[src/rtl/diag_seq_pkg.sv]
package diag_seq_pkg;

	localparam int unsigned CLK_NS = 10;
	localparam int unsigned T_ONE_S_MS = 1000;
	localparam int unsigned T_TWO_S_MS = 2000;
	localparam int unsigned T_THREE_S_MS = 3000;
	localparam int unsigned T_BRIEF_MS = 250;
	localparam int unsigned T_BLINK_MS = 500;
	localparam longint ONE_S_CYC = longint'(T_ONE_S_MS) * 64'd1000000 / CLK_NS;
	localparam longint TWO_S_CYC = longint'(T_TWO_S_MS) * 64'd1000000 / CLK_NS;
	localparam longint THREE_S_CYC = longint'(T_THREE_S_MS) * 64'd1000000 / CLK_NS;
	localparam longint BRIEF_CYC = longint'(T_BRIEF_MS) * 64'd1000000 / CLK_NS;
	localparam longint BLINK_CYC = longint'(T_BLINK_MS) * 64'd1000000 / CLK_NS;

	localparam logic [3:0] DIAG_OFS = 4'h0;
	localparam logic [3:0] STATUS_OFS = 4'h4;
	localparam logic [6:0] DIAG_RESET = 7'h01;
	localparam logic [6:0] DIAG_STEP_MAX = 7'h60;
	localparam logic [6:0] DIAG_IF_HW = 7'h3e;
	localparam logic [6:0] DIAG_IF_BOTH = 7'h3f;
	localparam logic [6:0] DIAG_IF_SW = 7'h40;
	localparam logic [6:0] DIAG_IF_VERIFY = 7'h41;
	localparam logic [6:0] DIAG_KEY_TEST = 7'h46;
	localparam logic [6:0] DIAG_DISP_TEST = 7'h47;
	localparam logic [6:0] DIAG_BUS_VERIFY = 7'h50;
	localparam logic [6:0] DIAG_FILTER = 7'h61;
	localparam logic [6:0] DIAG_KB_LOCK = 7'h62;
	localparam logic [6:0] DIAG_DISP_LOCK = 7'h63;

	localparam logic [4:0] KEY_SEVEN = 5'h07;
	localparam logic [4:0] KEY_FOUR = 5'h04;
	localparam logic [4:0] KEY_ZERO = 5'h00;
	localparam logic [4:0] KEY_ENTER = 5'h0a;
	localparam logic [4:0] KEY_DIAG = 5'h0b;
	localparam logic [4:0] KEY_STEP_UP = 5'h0c;
	localparam logic [4:0] KEY_STEP_DOWN = 5'h0d;
	localparam logic [4:0] KEY_RESET = 5'h0e;
	localparam logic [4:0] KEY_SELF = 5'h0f;
	localparam logic [4:0] KEY_SCALE = 5'h10;
	localparam logic [4:0] KEY_SMOOTH = 5'h11;

	localparam logic [4:0] STEP_FIRST = 5'h01;
	localparam logic [4:0] STEP_SUPPLY = 5'h05;
	localparam logic [4:0] STEP_TIMEBASE = 5'h06;
	localparam logic [4:0] STEP_INTERP = 5'h0b;
	localparam logic [4:0] STEP_SUBSET_LAST = 5'h0d;
	localparam logic [4:0] STEP_BUS_IF = 5'h0e;
	localparam logic [4:0] STEP_PWR_LAST = 5'h11;
	localparam logic [4:0] STEP_IF_VERIFY = 5'h12;

	typedef enum logic [1:0] {RUN_POWER, RUN_SELF, RUN_SINGLE} run_type;
	typedef enum logic [3:0] {
		ST_LIT = 4'h0, ST_RUN = 4'h1, ST_MEASURE = 4'h3, ST_MSG = 4'h2,
		ST_KEYTEST = 4'h6, ST_DISPTEST = 4'h7, ST_FILTER = 4'h5,
		ST_HOLD = 4'h4, ST_PASS = 4'hc
	} state_type;
	typedef enum logic [4:0] {
		MSG_MEASURE, MSG_KEY_TEST, MSG_KEY_NAME, MSG_RESET, MSG_LOCK_KB,
		MSG_LOCK_DISP, MSG_FILTER, MSG_ADDR, MSG_FAIL, MSG_FAIL_POWER,
		MSG_FAIL_TIMEBASE, MSG_FAIL_INTERP, MSG_FAIL_SELF, MSG_PASS_SELF,
		MSG_NOT_INSTALLED, MSG_IF_VALUE, MSG_PASS, MSG_ALL_LIT, MSG_BLANK
	} msg_type;

	typedef struct packed {logic valid; logic [4:0] code;} key_type;
	typedef struct packed {
		msg_type msg; logic [6:0] arg; logic all_lit; logic annun_en; logic overload_indication_en;
	} disp_type;
	typedef struct packed {logic start; logic [4:0] id; logic mw_power_off;} test_cmd_type;
	typedef struct packed {logic done; logic pass; logic bus_if_absent;} test_ans_type;

endpackage

[src/rtl/diag_seq.sv]
// Notes on behaviour
// - Keyboard test shows the name of the most recently pressed key.
// - Keyboard test ends only on reset key; shows reset one second, then measures.
// - In keyboard test diag and step keys are names; arrows report scale, smooth.
// - Display test alternates all lit and all blank, never overload indication.
// - Step-up saturates at 96; modes above need number entry and enter key, or a bus write.
// - Filter-adjust ignores all keys; only power-down leaves, diag number becomes 1.
// - Keyboard lockout entry shows lock message one second, then ignores keys.
// - Under keyboard lockout any key briefly shows the lock message again.
// - Standby power-up under keyboard lockout shows message two seconds, diag 1.
// - Keyboard lockout ends by mains removal or keys 7, 4, 0, reset.
// - Display lockout blanks annunciators, hides overload, shows constant message.
// - Standby power-up under display lockout measures with message only, diag 1.
// - Power-up lights everything three seconds, then bus address, then measures.
// - Power-up steps run in fixed order ending with diag 1 and measurement.
// - Self-test subset runs supply through low-frequency 1 megohm in fixed order.
// - Failed power-up test holds until reset key, then continues with next test.
// - Unreachable bus interface board shows a not-installed message.
// - Self check key runs the subset once with its own messages.
// - Passed self check shows pass three seconds, returns to previous mode.
// - In self check, supply, timebase, interpolator failures get named messages; others generic.
// - IF verification switches off microwave power, keeps IF path, counts test signal.
// - IF override modes ignore software or both flags and display the IF.
// - Hardware IF flag disabled means IF assumed in band, measuring continues.
// - Bus verification commands the interface board start-up tests, reports result.
`timescale 1ns/1ps
`default_nettype none
module diag_seq
	import diag_seq_pkg::*;
#(
	parameter logic [31:0] ONE_S   = 32'(ONE_S_CYC),
	parameter logic [31:0] TWO_S   = 32'(TWO_S_CYC),
	parameter logic [31:0] THREE_S = 32'(THREE_S_CYC),
	parameter logic [31:0] BRIEF   = 32'(BRIEF_CYC),
	parameter logic [31:0] BLINK   = 32'(BLINK_CYC)
) (
	input  wire logic         clk,
	input  wire logic         rstn,
	input  wire logic         wb_cyc_i,
	input  wire logic         wb_stb_i,
	input  wire logic         wb_we_i,
	input  wire logic [3:0]   wb_adr_i,
	input  wire logic [3:0]   wb_sel_i,
	input  wire logic [31:0]  wb_dat_i,
	output logic      [31:0]  wb_dat_o,
	output logic              wb_ack_o,
	input  wire key_type      key,
	input  wire logic         standby_wake,
	input  wire test_ans_type ans,
	output test_cmd_type      cmd,
	output disp_type          disp,
	output logic              hw_if_flag_off,
	output logic              sw_if_flag_off
);

	state_type    state_q;
	run_type      run_q;
	msg_type      msg_q;
	logic [4:0]   step_q;
	logic [31:0]  tmr_q;
	logic [6:0]   diag_q;
	logic [6:0]   entry_q;
	logic [4:0]   name_q;
	logic [1:0]   match_q;
	logic         entry_mode_q;
	logic         kb_lock_q;
	logic         disp_lock_q;
	logic         from_standby_state_q;
	logic         fail_seen_q;
	logic         blink_q;
	logic         show_if_q;
	logic         act_go;
	logic [6:0]   act_num;
	logic         go_next;
	logic         exit_seq;
	logic         keys_live;
	logic [4:0]   last_step;
	logic         wb_req;
	disp_type     disp_d;

	function automatic logic [6:0] step_up(input logic [6:0] n);
		step_up = (n >= DIAG_STEP_MAX) ? DIAG_STEP_MAX : n + 7'h01;
	endfunction

	function automatic msg_type fail_msg(input run_type r, input logic [4:0] s);
		if (r != RUN_SELF) begin
			fail_msg = MSG_FAIL;
		end else if (s == STEP_SUPPLY) begin
			fail_msg = MSG_FAIL_POWER;
		end else if (s == STEP_TIMEBASE) begin
			fail_msg = MSG_FAIL_TIMEBASE;
		end else if (s == STEP_INTERP) begin
			fail_msg = MSG_FAIL_INTERP;
		end else begin
			fail_msg = MSG_FAIL_SELF;
		end
	endfunction

	assign wb_req = wb_cyc_i && wb_stb_i && !wb_ack_o;
	assign keys_live = (state_q == ST_MEASURE) && !kb_lock_q;
	assign exit_seq = key.valid && key.code == KEY_RESET && match_q == 2'd3;
	assign last_step = (run_q == RUN_SELF) ? STEP_SUBSET_LAST : STEP_PWR_LAST;

	// Step keys and numeric entry both funnel into one activation request.
	always_comb begin
		act_go = 1'b0;
		act_num = diag_q;
		if (wb_req && wb_we_i && wb_sel_i[0] && wb_adr_i == DIAG_OFS && keys_live) begin
			act_go = 1'b1;
			act_num = wb_dat_i[6:0];
		end else if (keys_live && key.valid) begin
			if (key.code == KEY_ENTER && entry_mode_q) begin
				act_go = 1'b1;
				act_num = entry_q;
			end else if (key.code == KEY_STEP_UP) begin
				act_go = 1'b1;
				act_num = step_up(diag_q);
			end else if (key.code == KEY_STEP_DOWN) begin
				act_go = 1'b1;
				act_num = (diag_q == 7'h00) ? 7'h00 : diag_q - 7'h01;
			end
		end
	end

	always_comb begin
		go_next = 1'b0;
		if (run_q != RUN_SINGLE) begin
			if (state_q == ST_RUN && ans.done && ans.pass) begin
				go_next = !(step_q == STEP_BUS_IF && ans.bus_if_absent);
			end else if (state_q == ST_HOLD && key.valid && key.code == KEY_RESET) begin
				go_next = 1'b1;
			end
		end
	end

	always_ff @(posedge clk or negedge rstn) begin
		if (!rstn) begin
			entry_mode_q <= 1'b0;
			entry_q <= 7'h00;
		end else if (keys_live && key.valid) begin
			if (key.code == KEY_DIAG) begin
				entry_mode_q <= 1'b1;
				entry_q <= 7'h00;
			end else if (key.code <= 5'h09) begin
				entry_q <= 7'((entry_q % 7'd10) * 7'd10 + 7'(key.code));
			end else begin
				entry_mode_q <= 1'b0;
			end
		end
	end

	// Either lockout is left by 7, 4, 0, reset; a stray key restarts the match.
	always_ff @(posedge clk or negedge rstn) begin
		if (!rstn) begin
			match_q <= 2'd0;
		end else if (key.valid && (kb_lock_q || disp_lock_q)) begin
			if (match_q == 2'd0 && key.code == KEY_SEVEN) begin
				match_q <= 2'd1;
			end else if (match_q == 2'd1 && key.code == KEY_FOUR) begin
				match_q <= 2'd2;
			end else if (match_q == 2'd2 && key.code == KEY_ZERO) begin
				match_q <= 2'd3;
			end else begin
				match_q <= (key.code == KEY_SEVEN) ? 2'd1 : 2'd0;
			end
		end
	end

	// Mains removal is rstn and clears both lockouts; standby_wake keeps them.
	always_ff @(posedge clk or negedge rstn) begin
		if (!rstn) begin
			state_q <= ST_LIT;
			run_q <= RUN_POWER;
			msg_q <= MSG_MEASURE;
			step_q <= 5'h00;
			tmr_q <= THREE_S;
			diag_q <= DIAG_RESET;
			name_q <= 5'h00;
			kb_lock_q <= 1'b0;
			disp_lock_q <= 1'b0;
			from_standby_state_q <= 1'b0;
			fail_seen_q <= 1'b0;
			blink_q <= 1'b0;
			show_if_q <= 1'b0;
			hw_if_flag_off <= 1'b0;
			sw_if_flag_off <= 1'b0;
			cmd <= '0;
		end else begin
			cmd.start <= 1'b0;
			if (tmr_q != 32'h0) begin
				tmr_q <= tmr_q - 32'h1;
			end
			if (standby_wake) begin
				state_q <= ST_LIT;
				run_q <= RUN_POWER;
				from_standby_state_q <= 1'b1;
				tmr_q <= THREE_S;
			end else if (go_next) begin
				if (step_q == last_step) begin
					if (run_q == RUN_SELF) begin
						state_q <= fail_seen_q ? ST_MEASURE : ST_PASS;
						tmr_q <= THREE_S;
					end else begin
						diag_q <= DIAG_RESET;
						state_q <= (kb_lock_q && from_standby_state_q) ? ST_MSG : ST_MEASURE;
						msg_q <= MSG_LOCK_KB;
						tmr_q <= TWO_S;
					end
				end else begin
					step_q <= step_q + 5'h01;
					cmd.id <= step_q + 5'h01;
					cmd.start <= 1'b1;
					state_q <= ST_RUN;
				end
			end else begin
				case (state_q)
					ST_LIT: begin
						if (tmr_q == 32'h0) begin
							step_q <= STEP_FIRST;
							cmd.id <= STEP_FIRST;
							cmd.start <= 1'b1;
							state_q <= ST_RUN;
						end
					end
					ST_RUN: begin
						if (ans.done) begin
							state_q <= ST_HOLD;
							fail_seen_q <= fail_seen_q | !ans.pass;
							msg_q <= ans.pass ? MSG_PASS : fail_msg(run_q, step_q);
							if (step_q == STEP_BUS_IF && ans.bus_if_absent) begin
								msg_q <= MSG_NOT_INSTALLED;
							end
						end
					end
					ST_HOLD: begin
						if (key.valid && key.code == KEY_RESET) begin
							state_q <= ST_MEASURE;
							cmd.mw_power_off <= 1'b0;
						end
					end
					ST_MSG, ST_PASS: begin
						// The exit sequence often ends while a key has recalled the lock message.
						if (exit_seq) begin
							kb_lock_q <= 1'b0;
							disp_lock_q <= 1'b0;
						end
						if (tmr_q == 32'h0) begin
							state_q <= ST_MEASURE;
						end
					end
					ST_KEYTEST: begin
						if (key.valid && key.code == KEY_RESET) begin
							state_q <= ST_MSG;
							msg_q <= MSG_RESET;
							tmr_q <= ONE_S;
						end else if (key.valid) begin
							msg_q <= MSG_KEY_NAME;
							name_q <= (key.code == KEY_STEP_UP) ? KEY_SCALE :
								(key.code == KEY_STEP_DOWN) ? KEY_SMOOTH : key.code;
						end
					end
					ST_DISPTEST: begin
						if (key.valid && key.code == KEY_RESET) begin
							state_q <= ST_MEASURE;
						end else if (tmr_q == 32'h0) begin
							blink_q <= !blink_q;
							tmr_q <= BLINK;
						end
					end
					ST_FILTER: begin
						state_q <= ST_FILTER;
					end
					ST_MEASURE: begin
						if (exit_seq) begin
							kb_lock_q <= 1'b0;
							disp_lock_q <= 1'b0;
						end else if (kb_lock_q && key.valid) begin
							state_q <= ST_MSG;
							msg_q <= MSG_LOCK_KB;
							tmr_q <= BRIEF;
						end else if (key.valid && key.code == KEY_SELF) begin
							run_q <= RUN_SELF;
							fail_seen_q <= 1'b0;
							step_q <= STEP_SUPPLY;
							cmd.id <= STEP_SUPPLY;
							cmd.start <= 1'b1;
							state_q <= ST_RUN;
						end else if (key.valid && key.code == KEY_RESET) begin
							hw_if_flag_off <= 1'b0;
							sw_if_flag_off <= 1'b0;
							show_if_q <= 1'b0;
						end else if (act_go) begin
							diag_q <= act_num;
							hw_if_flag_off <= act_num == DIAG_IF_HW || act_num == DIAG_IF_BOTH;
							sw_if_flag_off <= act_num == DIAG_IF_SW || act_num == DIAG_IF_BOTH;
							show_if_q <= act_num == DIAG_IF_SW || act_num == DIAG_IF_BOTH;
							case (act_num)
								DIAG_KEY_TEST: begin
									state_q <= ST_KEYTEST;
									msg_q <= MSG_KEY_TEST;
								end
								DIAG_DISP_TEST: begin
									state_q <= ST_DISPTEST;
									tmr_q <= BLINK;
								end
								DIAG_FILTER: begin
									state_q <= ST_FILTER;
								end
								DIAG_KB_LOCK: begin
									kb_lock_q <= 1'b1;
									state_q <= ST_MSG;
									msg_q <= MSG_LOCK_KB;
									tmr_q <= ONE_S;
								end
								DIAG_DISP_LOCK: begin
									disp_lock_q <= 1'b1;
								end
								DIAG_IF_VERIFY, DIAG_BUS_VERIFY: begin
									run_q <= RUN_SINGLE;
									step_q <= (act_num == DIAG_IF_VERIFY) ? STEP_IF_VERIFY : STEP_BUS_IF;
									cmd.id <= (act_num == DIAG_IF_VERIFY) ? STEP_IF_VERIFY : STEP_BUS_IF;
									cmd.mw_power_off <= act_num == DIAG_IF_VERIFY;
									cmd.start <= 1'b1;
									state_q <= ST_RUN;
								end
								default: begin
									state_q <= ST_MEASURE;
								end
							endcase
						end
					end
					default: begin
						state_q <= ST_MEASURE;
					end
				endcase
			end
		end
	end

	always_comb begin
		disp_d = '{msg: MSG_MEASURE, arg: diag_q, all_lit: 1'b0, annun_en: 1'b1, overload_indication_en: 1'b1};
		case (state_q)
			ST_LIT: begin
				disp_d.msg = MSG_ALL_LIT;
				disp_d.all_lit = 1'b1;
			end
			ST_RUN: begin
				disp_d.msg = (run_q == RUN_POWER && step_q >= STEP_BUS_IF) ? MSG_ADDR : MSG_MEASURE;
				disp_d.arg = {2'b00, step_q};
			end
			ST_HOLD, ST_MSG: begin
				disp_d.msg = msg_q;
				disp_d.arg = {2'b00, step_q};
				disp_d.overload_indication_en = msg_q != MSG_LOCK_KB;
			end
			ST_PASS: begin
				disp_d.msg = MSG_PASS_SELF;
			end
			ST_KEYTEST: begin
				disp_d.msg = msg_q;
				disp_d.arg = {2'b00, name_q};
			end
			ST_DISPTEST: begin
				disp_d.msg = blink_q ? MSG_BLANK : MSG_ALL_LIT;
				disp_d.all_lit = !blink_q;
				disp_d.annun_en = !blink_q;
				disp_d.overload_indication_en = 1'b0;
			end
			ST_FILTER: begin
				disp_d.msg = MSG_FILTER;
			end
			default: begin
				disp_d.msg = show_if_q ? MSG_IF_VALUE : MSG_MEASURE;
			end
		endcase
		if (disp_lock_q && state_q == ST_MEASURE) begin
			disp_d.msg = MSG_LOCK_DISP;
			disp_d.annun_en = 1'b0;
			disp_d.overload_indication_en = 1'b0;
		end
	end

	always_ff @(posedge clk or negedge rstn) begin
		if (!rstn) begin
			disp <= '{msg: MSG_ALL_LIT, arg: 7'h00, all_lit: 1'b1, annun_en: 1'b1, overload_indication_en: 1'b0};
		end else begin
			disp <= disp_d;
		end
	end

	// Single-cycle classic slave: ack one edge after the strobe, unmapped reads zero.
	always_ff @(posedge clk or negedge rstn) begin
		if (!rstn) begin
			wb_ack_o <= 1'b0;
			wb_dat_o <= 32'h0;
		end else begin
			wb_ack_o <= wb_req;
			wb_dat_o <= 32'h0;
			if (wb_req && !wb_we_i && wb_adr_i == DIAG_OFS) begin
				wb_dat_o <= {25'h0, diag_q};
			end else if (wb_req && !wb_we_i && wb_adr_i == STATUS_OFS) begin
				wb_dat_o <= {11'h0, step_q, 4'(state_q), 4'h0, show_if_q, sw_if_flag_off,
					hw_if_flag_off, disp_lock_q, kb_lock_q, fail_seen_q, 2'(run_q)};
			end
		end
	end

	property p_step_sat;
		@(posedge clk) disable iff (!rstn)
		keys_live && key.valid && key.code == KEY_STEP_UP && diag_q == DIAG_STEP_MAX
			&& !wb_req && !standby_wake |=> diag_q == DIAG_STEP_MAX;
	endproperty
	a_step_sat: assert property (p_step_sat) else $error("step-up passed 96");

	property p_filter_stays;
		@(posedge clk) disable iff (!rstn)
		state_q == ST_FILTER && !standby_wake |=> state_q == ST_FILTER && disp.msg == MSG_FILTER;
	endproperty
	a_filter_stays: assert property (p_filter_stays) else $error("filter mode left");

	property p_disptest_no_overload_indication;
		@(posedge clk) disable iff (!rstn)
		state_q == ST_DISPTEST |=> !disp.overload_indication_en;
	endproperty
	a_disptest_no_overload_indication: assert property (p_disptest_no_overload_indication) else $error("overload_indication in test");

	property p_exit_lock;
		@(posedge clk) disable iff (!rstn)
		state_q == ST_MEASURE && exit_seq && !standby_wake |=> !kb_lock_q && !disp_lock_q;
	endproperty
	a_exit_lock: assert property (p_exit_lock) else $error("lockout not cleared");

	property p_disp_lock;
		@(posedge clk) disable iff (!rstn)
		disp_lock_q && state_q == ST_MEASURE |=> disp.msg == MSG_LOCK_DISP && !disp.annun_en;
	endproperty
	a_disp_lock: assert property (p_disp_lock) else $error("display lockout shown wrong");

	property p_hold_fail;
		@(posedge clk) disable iff (!rstn)
		state_q == ST_HOLD && !(key.valid && key.code == KEY_RESET) && !standby_wake
			|=> state_q == ST_HOLD;
	endproperty
	a_hold_fail: assert property (p_hold_fail) else $error("failure hold left");

	property p_not_installed;
		@(posedge clk) disable iff (!rstn)
		state_q == ST_RUN && step_q == STEP_BUS_IF && ans.done && ans.bus_if_absent
			&& !standby_wake |=> ##1 disp.msg == MSG_NOT_INSTALLED;
	endproperty
	a_not_installed: assert property (p_not_installed) else $error("no not-installed");

	property p_lit_first;
		@(posedge clk) disable iff (!rstn)
		$rose(state_q == ST_LIT) |=> disp.all_lit [*2];
	endproperty
	a_lit_first: assert property (p_lit_first) else $error("power-up not all lit");

	property p_self_start;
		@(posedge clk) disable iff (!rstn)
		keys_live && key.valid && key.code == KEY_SELF && !exit_seq && !standby_wake
			|=> cmd.start && cmd.id == STEP_SUPPLY && run_q == RUN_SELF;
	endproperty
	a_self_start: assert property (p_self_start) else $error("self check not started");

	c_self_pass: cover property (@(posedge clk) disable iff (!rstn) state_q == ST_PASS);
	c_kb_lock: cover property (@(posedge clk) disable iff (!rstn) $fell(kb_lock_q));
	c_keytest: cover property (@(posedge clk) disable iff (!rstn) state_q == ST_KEYTEST);

endmodule
`default_nettype wire

[config.mk]
export PLATFORM = sky130hd
export DESIGN_NAME = diag_seq
export DESIGN_NICKNAME = d
export VERILOG_FILES = /design/src/rtl/diag_seq_pkg.sv /design/src/rtl/diag_seq.sv
export SDC_FILE = /design/constraint.sdc
export NUM_CORES = 1
export LEC_CHECK = 0
export BUFFER_PORTS_ARGS = -buffer_cell sky130_fd_sc_hd__buf_2
export CORE_MARGIN = 5
export CORE_UTILIZATION = 50
export CTS_BUF_LIST = sky130_fd_sc_hd__clkbuf_2
export CTS_CLUSTER_DIAMETER = 150
export DETAILED_ROUTE_END_ITERATION = 10
export PLACE_DENSITY = 0.81
export RECOVER_POWER = 100
export SYNTH_ARGS = -nofsm -noshare
export SYNTH_HDL_FRONTEND = slang
export SYNTH_SLANG_ARGS = --single-unit
[constraint.sdc]
create_clock -name clk -period 5.3 [get_ports clk]
set_input_delay 1.06 -clock clk [delete_from_list [all_inputs] [get_ports clk]]
set_output_delay 1.06 -clock clk [all_outputs]
set_load 0.01 [all_outputs]
# Word-level counts from Yosys, hierarchy flattened

Cells that the tools add are included.

Multiply operators: 1
Bitwise logic cells: 7
Div/mod/pow operators: 1
Multiplexer cells: 158
Reduce and logical (&&, ||, !) cells: 77
Shift-type cells: 0
Add/sub/neg operators: 5
Magnitude comparators: 3
Eq/ne operators: 88

Operators by type and width:

| cell                                                                 | number |
|---|---|
| 32-bit 2-to-1 mux                                                    | 12 |
| 7-bit 2-to-1 mux                                                     | 24 |
| 5-bit 2-to-1 mux                                                     | 27 |
| 32-bit case mux with 3 select lines                                  | 1 |
| 4-bit 2-to-1 mux                                                     | 16 |
| 32-bit case mux with 2 select lines                                  | 1 |
| 7-bit == test, second input constant                                 | 8 |
| 9-bit AND reduction                                                  | 5 |
| 4-bit != test, second input constant                                 | 11 |
| 21-bit 2-to-1 mux                                                    | 2 |
| 5-bit by 4-bit == test with 1-bit output, second input constant      | 8 |
| 2-bit != test, second input constant                                 | 19 |
| 1-bit 2-to-1 mux                                                     | 37 |
| 32-bit zero test                                                     | 1 |
| 32-bit nonzero test                                                  | 1 |
| 32-bit by 1-bit subtractor with 32-bit output, second input constant | 1 |
| 5-bit case mux with 6 select lines                                   | 1 |
| 29-bit 2-to-1 mux                                                    | 1 |
| 1-bit logical AND                                                    | 28 |
| 2-bit 2-to-1 mux                                                     | 14 |
| 4-bit case mux with 7 select lines                                   | 1 |
| 6-bit 2-to-1 mux                                                     | 4 |
| 3-bit != test, second input constant                                 | 8 |
| 4-bit case mux with 6 select lines                                   | 1 |
| 48 further kinds                                                     | 108 |

Memories kept: 0
Output and inout bits: 57
Bits of input ports: 55
Bits in writable memories: 0
Flip-flop bits (word level): 132
Bits in read-only memories: 0
Bits in latches: 0
Logic and storage cells: 367

# Depth between registers and ports, before layout

Gate-level depths: netlist (run 1).

Word-level depth: 18
Mapped depth: 19
Depth with buffers taken out: 18

# Worst setup path after synthesis (run 1)

No wires, ideal clock.

Path type: input to register
Start point: input port wb_adr_i[1]
End point: register tmr_q[16]
Stages: 9
Data arrival time: 4294 ps
Slack: 926 ps
Library setup time: 80 ps
Path buffers: 2
Required time: 5220 ps
Cell sequence: or4_4 > or4_1 > buf_2 > o21a_4 > or4_4 > or4_1 > buf_2 > o41a_1 > a2bb2o_2

Cells in the longest elaborated chain, start to end: 14
Elaborated cells between the ends (all ways): 16
Classes of those cells: eq/ne (2); mux (11); reduce/logical (3)

RTL lines:

| element                                 | RTL line        | source |
|---|---|---|
| start, declared                         | diag_seq.sv:42  | `input wire logic [3:0] wb_adr_i,` |
| 4-bit zero test (*)                     | diag_seq.sv:108 | `if (wb_req && wb_we_i && wb_sel_i[0] && wb_adr_i == DIAG_OFS && keys_live) begin` |
| 1-bit logical AND (*) (2 in a row)      | diag_seq.sv:108 |  |
| 7-bit 2-to-1 mux                        | diag_seq.sv:108 |  |
| 7-bit == test                           | diag_seq.sv:297 | `case (act_num)` |
| 32-bit case mux with 2 select lines     | diag_seq.sv:297 |  |
| 32-bit 2-to-1 mux (*)                   | diag_seq.sv:292 | `end else if (act_go) begin` |
| 32-bit 2-to-1 mux (*)                   | diag_seq.sv:288 | `end else if (key.valid && key.code == KEY_RESET) begin` |
| 32-bit 2-to-1 mux (*)                   | diag_seq.sv:281 | `end else if (key.valid && key.code == KEY_SELF) begin` |
| 32-bit 2-to-1 mux (*)                   | diag_seq.sv:277 | `end else if (kb_lock_q && key.valid) begin` |
| 32-bit 2-to-1 mux (*)                   | diag_seq.sv:274 | `if (exit_seq) begin` |
| 32-bit case mux with 3 select lines (*) | diag_seq.sv:216 | `case (state_q)` |
| 32-bit 2-to-1 mux (*)                   | diag_seq.sv:198 | `end else if (go_next) begin` |
| 32-bit 2-to-1 mux (*)                   | diag_seq.sv:193 | `if (standby_wake) begin` |
| end signal, assigned                    | diag_seq.sv:191 | `tmr_q <= tmr_q - 32'h1;` |
| end, declared                           | diag_seq.sv:60  | `logic [31:0] tmr_q;` |

Every way passes the cells marked *; elsewhere a longest branch is shown, timed or not.
A chain may end at the register's enable or synchronous reset.

# Final worst setup path (run 1)

Start point: register state_q[1]
End point: register tmr_q[16]

Cells in the longest elaborated chain, start to end: 15
Elaborated cells between the ends (all ways): 30
Classes of those cells: eq/ne (7); mux (16); reduce/logical (7)

RTL lines:

| element                                  | RTL line                         | source |
|---|---|---|
| start, declared                          | diag_seq.sv:56                   | `state_type state_q;` |
| start signal, assigned                   | diag_seq.sv:201                  | `state_q <= fail_seen_q ? ST_MEASURE : ST_PASS;` |
| start signal, assigned                   | diag_seq.sv:205                  | `state_q <= (kb_lock_q && from_standby_state_q) ? ST_MSG : ST_MEASURE;` |
| 4-bit by 2-bit == test with 1-bit output | diag_seq.sv:100, diag_seq.sv:216 |  |
| 1-bit logical AND                        | diag_seq.sv:100                  | `assign keys_live = (state_q == ST_MEASURE) && !kb_lock_q;` |
| 1-bit logical AND                        | diag_seq.sv:111                  | `end else if (keys_live && key.valid) begin` |
| 7-bit 2-to-1 mux                         | diag_seq.sv:111                  |  |
| 7-bit 2-to-1 mux                         | diag_seq.sv:108                  |  |
| 7-bit == test                            | diag_seq.sv:297                  |  |
| 32-bit case mux with 2 select lines      | diag_seq.sv:297                  |  |
| 32-bit 2-to-1 mux                        | diag_seq.sv:292                  |  |
| 32-bit 2-to-1 mux                        | diag_seq.sv:288                  |  |
| 32-bit 2-to-1 mux                        | diag_seq.sv:281                  |  |
| 32-bit 2-to-1 mux                        | diag_seq.sv:277                  |  |
| 32-bit 2-to-1 mux                        | diag_seq.sv:274                  |  |
| 32-bit case mux with 3 select lines      | diag_seq.sv:216                  |  |
| 32-bit 2-to-1 mux (*)                    | diag_seq.sv:198                  |  |
| 32-bit 2-to-1 mux (*)                    | diag_seq.sv:193                  |  |

Marked as above.

==> results of run 1 <==
## state kept, by name, indices dropped and copies added, names as in the netlist, 4 cells and up
signal,flops
entry_q,7
cmd,7
step_q,5
tmr_q,32
state_q,4
wb_dat_o,17
name_q,5
diag_q,7
msg_q,5
disp,15
## power breakdown
part           switching [mW]  internal, mW
registers               0.224          1.08
clock network           0.360         0.257
logic                    1.04         0.759
total                    1.63          2.09
## routing by layer
| layer | vias to the layer above | GRT usage | part of all wire | wire, um |
|---|---|---|---|---|
| met4 | 0 | 0.110 | 0.029 | 723 |
| li1 | 3602 | - | - | - |
| met2 | 438 | 0.383 | 0.43 | 10700 |
| met1 | 3724 | 0.384 | 0.44 | 10800 |
| met5 | - | 0 | 0 | 0 |
| met3 | 73 | 0.0551 | 0.097 | 2370 |
## layout by cell type (no fill, tap or decap), types with 22 or more instances in the layout
| master | count |
|---|---|
| inv_1 | 41 |
| nor3_1 | 33 |
| dfrtp_1 | 102 |
| o21ai_0 | 59 |
| clkbuf_1 | 47 |
| nand2_1 | 83 |
| nand3_1 | 27 |
| nor2_1 | 86 |
| a21oi_1 | 60 |
| buf_2 | 23 |
| xor2_1 | 22 |
## critical path, cell delays in order, from the launching register on
cell and delay (ps):
dfrtp_1 440, clkbuf_1 650, and4bb_2 600, and2_1 400, nor3_1 100, a211oi_1 490
o21ai_0 430, or4_1 720, o41a_1 490, a2bb2o_1 300
## through the flow
| step | power (mW) | area (um2) |
|---|---|---|
| detailed placement | 3.10 | 8570 |
| floorplan | 2.63 | 8110 |
| global placement | 3.05 | 8570 |
| global route | 4.01 | 8730 |
| finish | 3.72 | 8730 |
| CTS | 3.72 | 8810 |
## final cells by class
class / instances / area, um2 / share of cell area
Clock buffer: 19 / 95.1 / 0.0109
Sequential cell: 117 / 2950 / 0.338
Inverter: 41 / 154 / 0.0176
Clock inverter: 13 / 140 / 0.0161
Tap cell: 216 / 270 / 0.0310
Timing Repair Buffer: 87 / 419 / 0.0480
Multi-Input combinational cell: 749 / 4700 / 0.539
## logic make-up after synthesis
logic type | share of synthesized area
and+or+nand+nor | 0.252
AOI/OAI and AO/OA | 0.232
DFF | 0.366
buffers and inverters | 0.0570
xor gates and xnor gates | 0.0446
adders and majority gates | 0.0345
muxes | 0.0135
other | 0.000465
## worst max-delay path by stage
stage | start | cells after the start | to | slack (ps)
floorplan | wb_adr_i[1] | 9 | tmr_q[16] | 930
global placement | wb_adr_i[1] | 9 | tmr_q[24] | 460
detailed placement | wb_adr_i[1] | 9 | tmr_q[24] | 410
CTS | diag_q[0] | 10 | tmr_q[16] | 980
global route | state_q[1] | 9 | tmr_q[16] | 330
finish | state_q[1] | 9 | tmr_q[16] | 590
==> impl_metrics.env, run 1 <==
export IMPL_grt_max_degree=75
export IMPL_whs_path_depth=1
export IMPL_fin_crit_ps=4710
export IMPL_maxSlewHeadroom=-1.61
export IMPL_setup_viol=0
export IMPL_cp_arrival_ps=5430
export IMPL_synth_most_common_cell="dfrtp_1"
export IMPL_finalHoldViolations=0
export IMPL_utilization=0.552
export IMPL_grt_antenna_before_repair=0
export IMPL_status="complete, but fails checks"
export IMPL_ir_drop_mv=0.264
export IMPL_vias=7837
export IMPL_cts_buffers=17
export IMPL_tns_ps=0
export IMPL_postCtsHoldBufs=0
export IMPL_htree_levels=4
export IMPL_synth_area_top_cells="dfrtp_1 (32%), dfstp_2 (4.9%), nor2_1 (4.0%)"
export IMPL_required_ps=6020
export IMPL_grt_use_total=0.265
export IMPL_synth_edf_count=0
export IMPL_core_area_mm2=0.0158
export IMPL_syn_area_per_cell_um2=8.41
export IMPL_cts_sinks=117
export IMPL_setup_ws_ps=590
export IMPL_criticalPathCategory="reg2reg"
export IMPL_fin_worst_skew_ps=46.3
export IMPL_fin_cells=1242
export IMPL_timing_rr_end="tmr_q[16]"
export IMPL_pre_cts_slack_ps=408
export IMPL_clock_path_buffers=2
export IMPL_wire_per_inst_um=19.7
export IMPL_overflow=0
export IMPL_fp_row_count=46
export IMPL_grt_pass1_wl_um=38500
export IMPL_cp_end_kind="register"
export IMPL_wl_um=24500
export IMPL_dieArea_mm2=0.0188
export IMPL_antenna_left=0
export IMPL_drc_errors=0
export IMPL_die_y_um=137
export IMPL_ys_seq_area_frac=0.366
export IMPL_start_kind="register"
export IMPL_io_pins=112
export IMPL_min_delay_start="from_standby_state_q"
export IMPL_io_buffers=68
export IMPL_finalWeightedCongestion=0.967
export IMPL_layout_drive_gt1_share=0.109
export IMPL_insertion_delay_ps=790
export IMPL_fin_worst_hold_slack_ps=506
export IMPL_diodes=0
export IMPL_die_width_um=137
export IMPL_final_fill_count=1474
export IMPL_grt_setup_unrepaired="no"
export IMPL_drtIter0Drc=1014
export IMPL_synth_yosys_warnings=0
export IMPL_maxCapViolCount=1
export IMPL_tightest_slew_ps=3910
export IMPL_r2r_cells=9
export IMPL_cts_repair_resized=0
export IMPL_syn_to_final_growth_pct=8.32
export IMPL_finalCritPeriodShare=0.889
export IMPL_place_inst=1210
export IMPL_post_cts_setup_buffer_count=0
export IMPL_rrSetupSlack_ps=590
export IMPL_tritoncts="built"
export IMPL_dp_hpwl_um=17500
export IMPL_yosysTopAreaCellShare=0.317
export IMPL_start_util=0.509
export IMPL_async_flop_share=1.00
export IMPL_yosysTopAreaCell="dfrtp_1"
export IMPL_finalMaxSlewViolations=75
export IMPL_via_per_inst=6.31
export IMPL_ys_types=82
export IMPL_r2r_start="state_q[1]"
export IMPL_nNetsFinal=1089
export IMPL_clockRootBuffer="clkbuf_2"
export IMPL_syn_instance_count=958
export IMPL_crit_path_max_fanout=21
export IMPL_grt_pass1_vias=7163
export IMPL_failed_checks="capacitance limit, slew limit"
export IMPL_syn_area_mm2=0.00806
export IMPL_whs_endpoint="from_standby_state_q"
export IMPL_p_leak_nw=3.64
export IMPL_cts_clk_slew_worst_paths_ps=210
export IMPL_fmax_mhz=212
export IMPL_synth_seq_cells=117
export IMPL_p_per_area_mw_per_mm2=426
export IMPL_hold_path_class="reg2reg"
export IMPL_first_pass_iters=6
export IMPL_synth_commonest_cells="dfrtp_1 (102), nor2_1 (86), nand2_1 (83)"
export IMPL_synth_ff_type="dfrtp_1"
No activity file was read; power rests on OpenSTA's default activity.
==> inputs of run 2 (changes only) <==
ABC_AREA = 1   (was not set)
BUFFER_PORTS_ARGS = not set   (was -buffer_cell sky130_fd_sc_hd__buf_2)
DONT_BUFFER_PORTS = 1   (was not set)
PLACE_DENSITY = 0.75   (was 0.81)
==> impl_metrics.env, run 2 <==
export IMPL_status="complete, but fails checks"
export IMPL_failed_checks="capacitance limit, slew limit"
export IMPL_finalHoldViolations=0
export IMPL_tns_ps=0
export IMPL_layout_drive_gt1_share=0.0831
export IMPL_synth_ff_type="dfrtp_1"
export IMPL_setup_viol=0
export IMPL_tightest_slew_ps=4150
export IMPL_htree_levels=4
export IMPL_overflow=0
export IMPL_post_cts_setup_buffer_count=0
export IMPL_cts_repair_resized=0
export IMPL_wire_per_inst_um=17.1
export IMPL_fin_crit_ps=4750
export IMPL_crit_path_max_fanout=17
export IMPL_fp_row_count=48
export IMPL_layout_common_cells="nand2_1 (299), inv_1 (177), nor2_1 (166), dfrtp_1 (102), nand3_1 (94)"
export IMPL_syn_to_final_growth_pct=3.21
export IMPL_via_per_inst=5.68
export IMPL_cp_cell_sequence="nor2_1 > inv_1 > nor2_1 > nand2_4 > nor2_1 > o21ai_0 > inv_1 > nand2_1 > nand2_1 > nand2_1 > nand3_2 > nor3_1 > nand2_2 > nand3_1 > nand2_4 > clkinvlp_2 > nand2_1 > nand2_1"
export IMPL_cp_end_kind="register"
export IMPL_final_area_mm2=0.00905
export IMPL_worst_path_largest_cell_delay_ps=1060
export IMPL_start_kind="register"
export IMPL_fmax_mhz=211
export IMPL_grt_antenna_before_repair=2
export IMPL_grt_pass1_vias=8115
export IMPL_syn_area_mm2=0.00877
export IMPL_finalCritPeriodShare=0.895
export IMPL_synth_edf_count=0
export IMPL_regMostFlops="tmr_q"
export IMPL_syn_area_per_cell_um2=6.91
export IMPL_synth_yosys_warnings=0
export IMPL_io_buffers=0
export IMPL_cts_buffers=17
export IMPL_grt_max_degree=88
export IMPL_cts_sinks=117
export IMPL_tritoncts="built"
export IMPL_p_per_area_mw_per_mm2=561
export IMPL_synth_seq_cells=117
export IMPL_ir_drop_mv=1.21
export IMPL_dp_hpwl_um=19700
export IMPL_fin_worst_hold_slack_ps=121
export IMPL_syn_instance_count=1269
export IMPL_ys_types=65
export IMPL_antenna_left=0
export IMPL_cp_common_cell="nand2_1"
export IMPL_vias=8590
export IMPL_first_pass_iters=5
export IMPL_ys_seq_area_frac=0.336
export IMPL_synth_commonest_cells="nand2_1 (285), inv_1 (174), nor2_1 (163)"
export IMPL_maxSlewHeadroom=-1.77
export IMPL_die_y_um=142
export IMPL_criticalPathCategory="reg2reg"
export IMPL_drtIter0Drc=969
export IMPL_hold_path_class="in2async"
export IMPL_final_fill_count=1738
export IMPL_async_flop_share=1.00
export IMPL_placement_cell_area_mm2=0.00891
export IMPL_drc_errors=0
export IMPL_maxCapViolCount=2
export IMPL_clockRootBuffer="clkbuf_2"
export IMPL_p_leak_nw=4.56
export IMPL_cts_clk_slew_worst_paths_ps=230
export IMPL_grt_use_total=0.257
export IMPL_insertion_delay_ps=740
export IMPL_start_util=0.509
export IMPL_yosysTopAreaCell="dfrtp_1"
export IMPL_finalMaxSlewViolations=108
export IMPL_grt_setup_unrepaired="no"
export IMPL_largest_registers="tmr_q (32), wb_dat_o (17), disp (15)"
export IMPL_core_area_mm2=0.0172
export IMPL_nNetsFinal=1350
export IMPL_cp_arrival_ps=5350
export IMPL_crit_slowest_cell="nor2_1"
export IMPL_yosysTopAreaCellShare=0.291
export IMPL_synth_area_top_cells="dfrtp_1 (29%), nand2_1 (12%), inv_1 (7.4%)"
export IMPL_fin_worst_skew_ps=45.9
export IMPL_synth_most_common_cell="nand2_1"
export IMPL_final_common_cell="nand2_1"
export IMPL_grt_pass1_wl_um=41500
export IMPL_dieArea_mm2=0.0203
export IMPL_wl_um=25900
export IMPL_finalWeightedCongestion=0.977
export IMPL_largest_register_ff_count=32
export IMPL_die_width_um=142
export IMPL_required_ps=5910
export IMPL_clock_path_buffers=2
export IMPL_io_pins=112
==> run 2: final timing paths <==
| check | endpoint | start | depth (start not counted) | slack (ps) |
|---|---|---|---|---|
| worst max-delay path | cmd[1] | state_q[3] | 18 | 550 |
| worst min-delay path | tmr_q[22] | rstn | 0 | 120 |
| worst max register to register | cmd[1] | state_q[3] | 18 | 550 |
| worst min register to register | from_standby_state_q | from_standby_state_q | 1 | 510 |
| max in group asynchronous | name_q[3] | rstn | 1 | 1010 |
| min in group clk | run_q[1] | standby_wake | 1 | 390 |
==> run 2: metal layers <==
| layer | part of all wire | vias to the layer above | routed length, um | GRT usage |
|---|---|---|---|---|
| li1 | - | 4109 | - | - |
| met1 | 0.42 | 4035 | 11000 | 0.343 |
| met2 | 0.46 | 385 | 12000 | 0.413 |
| met3 | 0.087 | 59 | 2250 | 0.0669 |
| met4 | 0.024 | 2 | 627 | 0.0750 |
| met5 | 0.00058 | - | 15 | 0 |
==> run 2: repair_timing <==
item / in CTS / in global routing
setup endpoints to repair: 0 / 0
hold endpoints to repair: 87 / 15
hold buffers: 1 / 1
==> run 2: critical path, delay by kind of cell (launching register included) <==
kind / cells / cell delay [ps]
AND/OR/NAND/NOR: 14 / 3380
buffers and inverters: 3 / 550
flip-flops: 1 / 470
AO/OA/AOI/OAI: 1 / 210
==> run 2: layout make-up <==
cell class / instances / area, um2 / share of cell area
multi-input combinational: 935 / 4800 / 0.531
sequential: 117 / 2950 / 0.325
inverter: 201 / 758 / 0.0837
tap: 225 / 282 / 0.0311
clock inverter: 15 / 155 / 0.0171
clock buffer: 17 / 85.1 / 0.00940
timing repair buffer: 2 / 20.0 / 0.00221
antenna: 1 / 2.50 / 0.000276
==> run 2: power by group <==
group	total (mW)	switching, mW	internal, mW
clock	0.615	0.396	0.219
combinational	3.15	2.01	1.14
sequential	1.31	0.205	1.11
==> run 2: cell families (layout without fill, tap and decap cells) <==
kind of cell / Yosys count / after routing / share of synthesized area
AOI/OAI and AO/OA: 189 / 189 / 0.130
xor gates and xnor gates: 34 / 34 / 0.0339
adders and majority gates: 21 / 21 / 0.0317
buffers and inverters: 231 / 235 / 0.109
DFF: 117 / 117 / 0.336
other: 1 / 16 / 0.000427
and+or+nand+nor: 676 / 676 / 0.358
==> run 2: through the flow <==
stage                     cells  worst slack, ps  power (mW)   util
final                      1513              554        5.08  0.525
after global routing       1513              165        5.66  0.525
after CTS                  1511              717        5.14  0.532
after detailed placement   1478              775        4.50  0.517
after global placement     1478              976        4.42  0.517
after floorplan            1283             1460        3.83      -
